File: config.mk
export PLATFORM = sky130hd
export DESIGN_NAME = scw_flags_reg
export DESIGN_NICKNAME = d
export VERILOG_FILES = /design/src/scw_pkg.sv /design/src/scw_arith_flags.sv /design/src/scw_flags_reg.sv
export SDC_FILE = /design/constraint.sdc
export NUM_CORES = 1
export LEC_CHECK = 0
export BUFFER_PORTS_ARGS = -buffer_cell sky130_fd_sc_hd__clkbuf_2
export CAP_MARGIN = 25
export CORE_AREA = 4 4 130 132
export CTS_BUF_LIST = sky130_fd_sc_hd__clkbuf_8 sky130_fd_sc_hd__clkbuf_16
export DETAILED_ROUTE_END_ITERATION = 7
export DIE_AREA = 0 0 134 136
export PLACE_DENSITY = 0.9
export SYNTH_ARGS = -nofsm -noshare
export SYNTH_HDL_FRONTEND = slang
export SYNTH_SLANG_ARGS = --single-unit
File: constraint.sdc
create_clock -name ref_clk_i -period 5.2 [get_ports ref_clk_i]
set_input_delay 0.78 -clock ref_clk_i [delete_from_list [all_inputs] [get_ports ref_clk_i]]
set_output_delay 0.78 -clock ref_clk_i [all_outputs]
set_load 0.02 [all_outputs]
File: src/scw_pkg.sv
// Package: layout, encodings and register map of the status and control word block
package scw_pkg;

  // Bit positions in the status and control word
  localparam int unsigned POS_CF = 0;
  localparam int unsigned POS_R1 = 1;
  localparam int unsigned POS_PF = 2;
  localparam int unsigned POS_AF = 4;
  localparam int unsigned POS_ZF = 6;
  localparam int unsigned POS_SF = 7;
  localparam int unsigned POS_TF = 8;
  localparam int unsigned POS_IF = 9;
  localparam int unsigned POS_DF = 10;
  localparam int unsigned POS_OF = 11;
  localparam int unsigned POS_IO_PRIV_LEVEL_LO = 12;
  localparam int unsigned POS_IO_PRIV_LEVEL_HI = 13;
  localparam int unsigned POS_NT = 14;
  localparam int unsigned POS_RF = 16;
  localparam int unsigned POS_VM = 17;
  localparam int unsigned POS_AC = 18;
  localparam int unsigned POS_AM = 18;

  // Writable bits and fixed reads of reserved bits (bit 1 reads one)
  localparam logic [31:0] WORD_WMASK = 32'h0007_7fd5;
  localparam logic [31:0] WORD_FIXED = 32'h0000_0002;
  localparam logic [31:0] WORD_RESET = 32'h0000_0002;
  localparam logic [31:0] LEGACY_MASK = 32'h0000_ffff;

  // Register byte offsets on the AXI4-Lite slave
  localparam logic [7:0] OFS_WORD = 8'h00;
  localparam logic [7:0] OFS_CTRL = 8'h04;
  localparam logic [7:0] OFS_IRQ_STAT = 8'h08;
  localparam logic [7:0] OFS_IRQ_EN = 8'h0c;
  localparam logic [7:0] OFS_IRQ_CLR = 8'h10;
  localparam logic [7:0] OFS_LEGACY = 8'h14;

  // Interrupt status bit positions
  localparam int unsigned EV_STEP = 0;
  localparam int unsigned EV_ALIGN = 1;
  localparam int unsigned EV_IOFAULT = 2;
  localparam int unsigned EV_PRIVOP = 3;
  localparam int unsigned EV_NUM = 4;

  // AXI responses
  localparam logic [1:0] RESP_OKAY = 2'h0;
  localparam logic [1:0] RESP_SLVERR = 2'h2;

  // Operation class of a result update from the execution unit
  typedef enum logic [2:0] {
    SCW_OP_NONE,
    SCW_OP_ADD,
    SCW_OP_SUB,
    SCW_OP_LOGIC,
    SCW_OP_POP,
    SCW_OP_INTERRUPT_RETURN_INSTR,
    SCW_OP_TASK
  } scw_op_e;

  // Result update from the execution unit
  typedef struct packed {
    scw_op_e op;
    logic [31:0] a;
    logic [31:0] b;
    logic [31:0] res;
    logic [31:0] word;
  } scw_exec_s;

  // Instruction-boundary events and privilege context
  typedef struct packed {
    logic retire;
    logic [1:0] current_priv_level;
    logic prot_mode;
    logic io_instr;
    logic priv_instr;
    logic misaligned;
    logic debug_hit;
  } scw_ctx_s;

  // Decisions returned to exception and interrupt logic
  typedef struct packed {
    logic step_trap;
    logic irq_accept;
    logic index_dec;
    logic io_fault;
    logic io_bitmap;
    logic priv_fault;
    logic align_fault;
    logic debug_fault;
    logic legacy_seg;
    logic nested_task;
  } scw_dec_s;

endpackage

File: src/scw_arith_flags.sv
// Condition flag computation from an arithmetic or logic result
`timescale 1ns/1ps
module scw_arith_flags (
  input wire scw_pkg::scw_op_e op_i,
  input wire logic [31:0] a_i,
  input wire logic [31:0] b_i,
  input wire logic [31:0] res_i,
  output logic cf_o,
  output logic pf_o,
  output logic af_o,
  output logic zf_o,
  output logic sf_o,
  output logic of_o
);
  // Carry vector into each bit: a ^ b ^ res (b inverted for subtract)
  logic [31:0] bx;
  logic [32:0] full;
  logic [31:0] cin;
  logic arith;
  logic is_sub;

  assign is_sub = (op_i == scw_pkg::SCW_OP_SUB);
  assign arith = (op_i == scw_pkg::SCW_OP_ADD) || is_sub;
  assign bx = is_sub ? ~b_i : b_i;
  // Full sum gives the true carry out of the top bit
  assign full = {1'b0, a_i} + {1'b0, bx} + {32'h0000_0000, is_sub};
  assign cin = a_i ^ bx ^ res_i;

  // Carry out of / borrow out of the top bit
  assign cf_o = arith & (full[32] ^ is_sub);
  // Even count of ones in the low byte
  assign pf_o = ~(^res_i[7:0]);
  // Carry, or borrow for a subtract, across bit 3 into bit 4
  assign af_o = arith & (cin[4] ^ is_sub);
  assign zf_o = (res_i == 32'h0000_0000);
  assign sf_o = res_i[31];
  // Carry into sign bit xor carry out of top bit
  assign of_o = arith & (cin[31] ^ full[32]);
endmodule

File: src/scw_flags_reg.sv
// Status and control word register with AXI4-Lite access and event interrupt
`timescale 1ns/1ps
module scw_flags_reg (
  input wire logic ref_clk_i,
  input wire logic rst_i,
  // AXI4-Lite slave
  input wire logic [7:0] s_awaddr_i,
  input wire logic s_awvalid_i,
  output logic s_awready_o,
  input wire logic [31:0] s_wdata_i,
  input wire logic [3:0] s_wstrb_i,
  input wire logic s_wvalid_i,
  output logic s_wready_o,
  output logic [1:0] s_bresp_o,
  output logic s_bvalid_o,
  input wire logic s_bready_i,
  input wire logic [7:0] s_araddr_i,
  input wire logic s_arvalid_i,
  output logic s_arready_o,
  output logic [31:0] s_rdata_o,
  output logic [1:0] s_rresp_o,
  output logic s_rvalid_o,
  input wire logic s_rready_i,
  // Execution unit and instruction context
  input wire scw_pkg::scw_exec_s exec_i,
  input wire scw_pkg::scw_ctx_s ctx_i,
  input wire logic maskable_irq_pin_i,
  // Decisions and views
  output scw_pkg::scw_dec_s dec_o,
  output logic [31:0] status_control_word_o,
  output logic [15:0] legacy_flags_o,
  output logic irq_o
);

  // Mask a value against writable bits and force reserved reads
  function automatic logic [31:0] fix_word(input logic [31:0] v);
    fix_word = (v & scw_pkg::WORD_WMASK) | scw_pkg::WORD_FIXED;
  endfunction

  // Byte-lane merge of a write
  function automatic logic [31:0] lane_merge(input logic [31:0] old, input logic [31:0] nw,
                                             input logic [3:0] strb);
    for (int i = 0; i < 4; i++) begin
      lane_merge[i*8 +: 8] = strb[i] ? nw[i*8 +: 8] : old[i*8 +: 8];
    end
  endfunction

  // Architectural state
  logic [31:0] word_q, word_d; // Status and control word
  logic [31:0] ctrl_q; // Control image, bit 18 is the alignment mask
  logic [scw_pkg::EV_NUM-1:0] stat_q, irq_en_q; // Sticky events and enable
  logic [scw_pkg::EV_NUM-1:0] ev; // Events this cycle
  logic [scw_pkg::EV_NUM-1:0] clr_bits; // Software clear this cycle

  // Bus handshake state
  logic aw_held_q, w_held_q;
  logic [7:0] aw_addr_q;
  logic [31:0] w_data_q;
  logic [3:0] w_strb_q;
  logic bvalid_q, rvalid_q;
  logic [1:0] bresp_q, rresp_q;
  logic [31:0] rdata_q;

  // Trap pending: armed instruction has begun
  logic step_armed_q;

  // Flag computation from result
  logic cf, pf, af, zf, sf, of_f;
  scw_arith_flags u_flags (
    .op_i(exec_i.op),
    .a_i(exec_i.a),
    .b_i(exec_i.b),
    .res_i(exec_i.res),
    .cf_o(cf),
    .pf_o(pf),
    .af_o(af),
    .zf_o(zf),
    .sf_o(sf),
    .of_o(of_f)
  );

  // Bus write decode
  wire aw_ok = aw_held_q || s_awvalid_i;
  wire w_ok = w_held_q || s_wvalid_i;
  wire [7:0] wr_addr = aw_held_q ? aw_addr_q : s_awaddr_i;
  wire [31:0] wr_data = w_held_q ? w_data_q : s_wdata_i;
  wire [3:0] wr_strb = w_held_q ? w_strb_q : s_wstrb_i;
  wire wr_fire = aw_ok && w_ok && !bvalid_q;
  wire wr_word = wr_fire && (wr_addr == scw_pkg::OFS_WORD);
  wire wr_ctrl = wr_fire && (wr_addr == scw_pkg::OFS_CTRL);
  wire wr_en = wr_fire && (wr_addr == scw_pkg::OFS_IRQ_EN);
  wire wr_clr = wr_fire && (wr_addr == scw_pkg::OFS_IRQ_CLR);
  wire wr_hit = wr_word || wr_ctrl || wr_en || wr_clr;

  assign s_awready_o = !aw_held_q && !bvalid_q;
  assign s_wready_o = !w_held_q && !bvalid_q;
  assign s_bvalid_o = bvalid_q;
  assign s_bresp_o = bresp_q;

  // Bus read decode
  wire rd_fire = s_arvalid_i && !rvalid_q;
  wire rd_hit = (s_araddr_i == scw_pkg::OFS_WORD) || (s_araddr_i == scw_pkg::OFS_CTRL) ||
                (s_araddr_i == scw_pkg::OFS_IRQ_STAT) || (s_araddr_i == scw_pkg::OFS_IRQ_EN) ||
                (s_araddr_i == scw_pkg::OFS_IRQ_CLR) || (s_araddr_i == scw_pkg::OFS_LEGACY);
  logic [31:0] rd_val;
  always_comb begin
    // Read mux; clear register reads zero
    case (s_araddr_i)
      scw_pkg::OFS_WORD: rd_val = word_q;
      scw_pkg::OFS_CTRL: rd_val = ctrl_q;
      scw_pkg::OFS_IRQ_STAT: rd_val = {28'h000_0000, stat_q};
      scw_pkg::OFS_IRQ_EN: rd_val = {28'h000_0000, irq_en_q};
      scw_pkg::OFS_LEGACY: rd_val = word_q & scw_pkg::LEGACY_MASK;
      default: rd_val = 32'h0000_0000;
    endcase
  end
  assign s_arready_o = !rvalid_q;
  assign s_rvalid_o = rvalid_q;
  assign s_rdata_o = rdata_q;
  assign s_rresp_o = rresp_q;

  // Current control bits
  wire tf = word_q[scw_pkg::POS_TF];
  wire ief = word_q[scw_pkg::POS_IF];
  wire vm = word_q[scw_pkg::POS_VM];
  wire [1:0] io_priv_level = word_q[scw_pkg::POS_IO_PRIV_LEVEL_HI:scw_pkg::POS_IO_PRIV_LEVEL_LO];
  wire prot = ctx_i.prot_mode;
  wire io_ok = !prot || (ctx_i.current_priv_level <= io_priv_level);
  wire step_fire = step_armed_q && ctx_i.retire;

  // Decisions
  assign dec_o.step_trap = step_fire;
  assign dec_o.irq_accept = maskable_irq_pin_i && ief;
  assign dec_o.index_dec = word_q[scw_pkg::POS_DF];
  assign dec_o.io_fault = ctx_i.io_instr && !io_ok;
  assign dec_o.io_bitmap = dec_o.io_fault;
  assign dec_o.priv_fault = prot && vm && ctx_i.priv_instr;
  assign dec_o.legacy_seg = prot && vm;
  assign dec_o.align_fault = ctx_i.misaligned && word_q[scw_pkg::POS_AC] &&
                             ctrl_q[scw_pkg::POS_AM];
  assign dec_o.debug_fault = ctx_i.retire && ctx_i.debug_hit &&
                             !word_q[scw_pkg::POS_RF];
  assign dec_o.nested_task = prot && word_q[scw_pkg::POS_NT];

  assign status_control_word_o = word_q;
  assign legacy_flags_o = word_q[15:0];

  // Events feeding the interrupt status
  assign ev[scw_pkg::EV_STEP] = step_fire;
  assign ev[scw_pkg::EV_ALIGN] = dec_o.align_fault;
  assign ev[scw_pkg::EV_IOFAULT] = dec_o.io_fault;
  assign ev[scw_pkg::EV_PRIVOP] = dec_o.priv_fault;
  assign clr_bits = wr_clr ? wr_data[scw_pkg::EV_NUM-1:0] : '0;
  assign irq_o = |(stat_q & irq_en_q);

  // Next value of the word
  logic [31:0] popped;
  always_comb begin
    word_d = word_q;
    popped = fix_word(exec_i.word);
    case (exec_i.op)
      scw_pkg::SCW_OP_ADD, scw_pkg::SCW_OP_SUB, scw_pkg::SCW_OP_LOGIC: begin
        word_d[scw_pkg::POS_CF] = cf;
        word_d[scw_pkg::POS_PF] = pf;
        word_d[scw_pkg::POS_AF] = af;
        word_d[scw_pkg::POS_ZF] = zf;
        word_d[scw_pkg::POS_SF] = sf;
        word_d[scw_pkg::POS_OF] = of_f;
      end
      scw_pkg::SCW_OP_POP: begin
        word_d = popped;
        // Enable bit held unless privileged enough
        if (prot && (ctx_i.current_priv_level > io_priv_level)) begin
          word_d[scw_pkg::POS_IF] = ief;
        end
        word_d[scw_pkg::POS_VM] = vm;
      end
      scw_pkg::SCW_OP_INTERRUPT_RETURN_INSTR: begin
        word_d = popped;
        if (prot && (ctx_i.current_priv_level > io_priv_level)) begin
          word_d[scw_pkg::POS_IF] = ief;
        end
        if (ctx_i.current_priv_level != 2'h0) begin
          word_d[scw_pkg::POS_VM] = vm;
        end
      end
      scw_pkg::SCW_OP_TASK: begin
        word_d = popped;
      end
      default: begin
      end
    endcase
    // Software write over the bus, reserved bits fixed
    if (wr_word) begin
      word_d = fix_word(lane_merge(word_q, wr_data, wr_strb));
      word_d[scw_pkg::POS_VM] = vm;
    end
    // Resume bit consumed at the boundary
    if (ctx_i.retire) begin
      word_d[scw_pkg::POS_RF] = 1'b0;
    end
    // Step interrupt clears the trap bit
    if (step_fire) begin
      word_d[scw_pkg::POS_TF] = 1'b0;
    end
  end

  // Word and control registers
  always_ff @(posedge ref_clk_i or posedge rst_i) begin
    if (rst_i) begin
      word_q <= scw_pkg::WORD_RESET;
      ctrl_q <= 32'h0000_0000;
    end else begin
      word_q <= word_d;
      if (wr_ctrl) begin
        ctrl_q <= lane_merge(ctrl_q, wr_data, wr_strb);
      end
    end
  end

  // Trap arms after the instruction that saw it set
  always_ff @(posedge ref_clk_i or posedge rst_i) begin
    if (rst_i) begin
      step_armed_q <= 1'b0;
    end else if (step_fire) begin
      step_armed_q <= 1'b0;
    end else if (ctx_i.retire) begin
      step_armed_q <= tf;
    end
  end

  // Sticky event status: set wins over clear
  always_ff @(posedge ref_clk_i or posedge rst_i) begin
    if (rst_i) begin
      stat_q <= '0;
      irq_en_q <= '0;
    end else begin
      stat_q <= (stat_q & ~clr_bits) | ev;
      if (wr_en) begin
        irq_en_q <= wr_data[scw_pkg::EV_NUM-1:0];
      end
    end
  end

  // Write channel capture
  always_ff @(posedge ref_clk_i or posedge rst_i) begin
    if (rst_i) begin
      aw_held_q <= 1'b0;
      w_held_q <= 1'b0;
      aw_addr_q <= 8'h00;
      w_data_q <= 32'h0000_0000;
      w_strb_q <= 4'h0;
    end else if (wr_fire) begin
      aw_held_q <= 1'b0;
      w_held_q <= 1'b0;
    end else begin
      if (s_awvalid_i && s_awready_o) begin
        aw_held_q <= 1'b1;
        aw_addr_q <= s_awaddr_i;
      end
      if (s_wvalid_i && s_wready_o) begin
        w_held_q <= 1'b1;
        w_data_q <= s_wdata_i;
        w_strb_q <= s_wstrb_i;
      end
    end
  end

  // Write response
  always_ff @(posedge ref_clk_i or posedge rst_i) begin
    if (rst_i) begin
      bvalid_q <= 1'b0;
      bresp_q <= scw_pkg::RESP_OKAY;
    end else if (wr_fire) begin
      bvalid_q <= 1'b1;
      bresp_q <= wr_hit ? scw_pkg::RESP_OKAY : scw_pkg::RESP_SLVERR;
    end else if (s_bready_i) begin
      bvalid_q <= 1'b0;
    end
  end

  // Read response
  always_ff @(posedge ref_clk_i or posedge rst_i) begin
    if (rst_i) begin
      rvalid_q <= 1'b0;
      rdata_q <= 32'h0000_0000;
      rresp_q <= scw_pkg::RESP_OKAY;
    end else if (rd_fire) begin
      rvalid_q <= 1'b1;
      rdata_q <= rd_val;
      rresp_q <= rd_hit ? scw_pkg::RESP_OKAY : scw_pkg::RESP_SLVERR;
    end else if (s_rready_i) begin
      rvalid_q <= 1'b0;
    end
  end

  wire full_carry_add = ({1'b0, exec_i.a} + {1'b0, exec_i.b}) > 33'h0_ffff_ffff;
endmodule

==> flow_metrics.py <==
metrics = {
    "place": {
        "place_congestion": 0.8702,
        "dp_slack_ps": 1359,
        "dp_hpwl_um": 16610,
        "io_buffers": 258,
        "dp_cells": 1177,
    },
    "synth": {
        "synthFlopType": "dfrtp_1",
        "yosys_warnings": 0,
        "syn_area_mm2": 0.007744,
        "yosys-top-cells-area": "dfrtp_1 45%, mux2_2 8.3%, ha_1 6.0%",
        "synth_edf_count": 0,
        "seq_area_frac_synth_pct": 44.60,
        "syn_area_per_cell_um2": 10.41,
        "synth_top_area_cell": "dfrtp_1",
        "synthCells": 744,
        "ys_types": 63,
        "ys_async_sr_fraction_pct": 100.0,
        "ys_seq_elements": 138,
        "netlist.area_leader.share_pct": 44.60,
    },
    "sta": {
        "setup_viol": 0,
        "worst_slack_ps": 1816,
        "tightest_slew_ps": 857.6,
        "maxSlewViolCount": 0,
        "whs_ps": 273.7,
        "setup_tns_ps": 0,
        "fin_skew_ps": 9.692,
        "finalCritPeriodShare_pct": 65.08,
        "min_period_ps": 3384,
        "relSlewSlack_pct": 42.39,
        "hold_viol_final": 0,
        "rsz0062_at_grt": "false",
        "max_freq_ghz": 0.2955,
    },
    "clocking": {
        "clkLatencyLatePin_ps": 410,
        "cts_inserted_buffers": 17,
        "cts_tree": "yes",
        "ctsHoldBuffers": 0,
        "cts_sinks": 138,
        "cts_resized": 0,
        "cts_setup_buffers": 0,
        "clkTransAtPathRegs_ps": 60,
        "cts.path.max_buffers": 2,
        "htree_levels": 4,
        "root_buffer": "clkbuf_16",
    },
    "layout": {
        "drive_gt1_share_pct": 37.29,
        "fin_cells": 1211,
        "mostFrequentLayoutCell": "clkbuf_2",
        "antenna-diode-count": 0,
        "synthToLayoutAreaGrowth_pct": 26.08,
        "fillCellCount": 1299,
        "mostFrequentLayoutCells": "258 x clkbuf_2, 137 x dfrtp_1, 60 x nand2_1",
        "nets": 1219,
    },
    "worst_setup_path": {
        "start_kind": "input pin",
        "cp.required_ps": 5550,
        "cp-startpoint": "exec_i[128]",
        "critical_path.max_fanout": 25,
        "cp-end-kind": "flop",
        "r2r_start": "aw_held_q$_DFFE_PP0P_",
        "path_class": "input pin to flop",
        "critical_path_arrival_ps": 3730,
    },
    "routing": {
        "antenna_left": 0,
        "drt-pass1-iter-count": 4,
        "wl_per_cell_um": 17.66,
        "routed_wl_um": 21390,
        "via_count": 6496,
        "drc": 0,
        "via_per_inst": 5.364,
        "first_iter_violations": 331,
    },
    "run": {
        "drv_cap": 0,
    },
    "power": {
        "peakVddDrop_mv": 0.2532,
        "p_leak_nw": 4.966,
        "powerDensity_mw_per_mm2": 409.6,
    },
    "floorplan": {
        "core_area_mm2": 0.01571,
        "io_pins": 299,
        "dieWidth_um": 134,
        "die_area_mm2": 0.01822,
        "die_h_um": 136,
        "rows": 46,
        "initial_core_util_pct": 49.28,
    },
    "global_routing": {
        "overflow": 0,
        "grt_antenna_before_repair": 0,
        "grt_max_degree": 117,
        "grt_pass1_wl_um": 33400,
        "grt_usage_pct": 23.30,
        "grt_pass1_vias": 6677,
    },
    "outcome": {
        "status": "completed",
    },
    "hold_path": {
        "hp-class": "input pin to async pin",
    },
}
==> cell usage after synthesis (all sizes together) (3+ instances only) <==
master / number
a22oi: 16
a221oi: 4
xnor2: 4
and4: 5
and3: 4
nand3: 8
o21ai: 40
nor4b: 3
nor4: 8
nor2: 58
xor2: 33
dfrtp: 138
nor3: 16
nand4: 4
mux2: 58
o221a: 4
a22o: 16
and2: 5
ha: 37
inv: 22
a21oi: 43
buf: 50
nand2b: 7
nand2: 60
clkbuf: 17
mux2i: 44
or3: 4
a21o: 6
==> area by class of cell <==
| cell class | instances | area [µm²] | share of cell area [%] |
|---|---|---|---|
| clock buffers | 17 | 425.4 | 4.357 |
| inverters | 22 | 87.58 | 0.8971 |
| clock inverters | 14 | 239.0 | 2.448 |
| flip-flops and latches | 138 | 3455 | 35.38 |
| repair buffers | 266 | 1395 | 14.29 |
| well taps | 216 | 270.3 | 2.768 |
| multi-input cells | 538 | 3891 | 39.86 |
==> routing by layer <==
layer | part of all wire (%) | track usage, % | vias up
li1 | - | - | 3095
met1 | 40 | 27.60 | 3137
met2 | 52 | 41.83 | 222
met3 | 6.1 | 5.477 | 42
met4 | 2.4 | 7.600 | 0
met5 | 0 | 0 | -
==> through the flow <==
| stage | power, mW | util [%] | area [µm²] |
|---|---|---|---|
| after floorplan | 2.320 | - | 7823 |
| after global placement | 2.573 | 57.49 | 9032 |
| after detailed placement | 2.641 | 57.49 | 9032 |
| after CTS | 4.015 | 61.71 | 9697 |
| after global routing | 4.210 | 62.14 | 9763 |
| final | 3.999 | 62.14 | 9763 |
==> sequential cells by signal (all words and copies together) (netlist names) <==
signal                 cells
aw_addr_q                  8
aw_held_q                  1
ctrl_q                    32
irq_en_q                   4
s_bresp_o                  1
s_bvalid_o                 1
s_rdata_o                 32
s_rresp_o                  1
s_rvalid_o                 1
stat_q                     4
status_control_word_o     15
step_armed_q               1
w_data_q                  32
w_held_q                   1
w_strb_q                   4
==> kinds of logic (layout without fill, tap and decap cells) <==
| kind of cell | Yosys count | after routing | synth area share, % |
|---|---|---|---|
| xor gates and xnor gates | 37 | 37 | 4.185 |
| DFF | 138 | 138 | 44.60 |
| muxes | 102 | 102 | 14.17 |
| adders and majority gates | 37 | 37 | 5.978 |
| other | 2 | 23 | 0.09698 |
| buffers and inverters | 89 | 319 | 6.398 |
| and+or+nand+nor | 190 | 190 | 12.09 |
| AOI/OAI and AO/OA | 149 | 149 | 12.49 |
==> power by group <==
group / total (mW) / internal [mW] / switching [mW]
logic: 1.11 / 0.518 / 0.597
registers: 1.53 / 1.34 / 0.184
clock network: 1.36 / 0.901 / 0.458
total: 4.00 / 2.76 / 1.24
==> worst max-delay path, cell delays in order <==
cell	delay, ps
clkbuf_2	120
nand2b_1	240
nor2_4	670
buf_4	310
xor2_1	80
ha_1	300
and4_1	210
nand2_1	70
nor2_1	110
o2bb2ai_1	160
o21ai_0	150
or4_1	420
nand3_1	90
==> path summary, 6_finish.rpt <==
kind	cells after the start	slack, ps	to
worst max-delay path	13	1820	status_control_word_o[0]$_DFFE_PP0P_
worst min-delay path	2	270	s_rdata_o[16]$_DFFE_PP0P_
worst max register to register	6	2090	status_control_word_o[13]$_DFFE_PP0P_
worst min register to register	1	460	step_armed_q$_DFFE_PP0P_
max in group asynchronous	4	3860	w_held_q$_DFFE_PP0P_
min in group ref_clk_i	1	460	step_armed_q$_DFFE_PP0P_
Power figures use the tool's default switching activity.
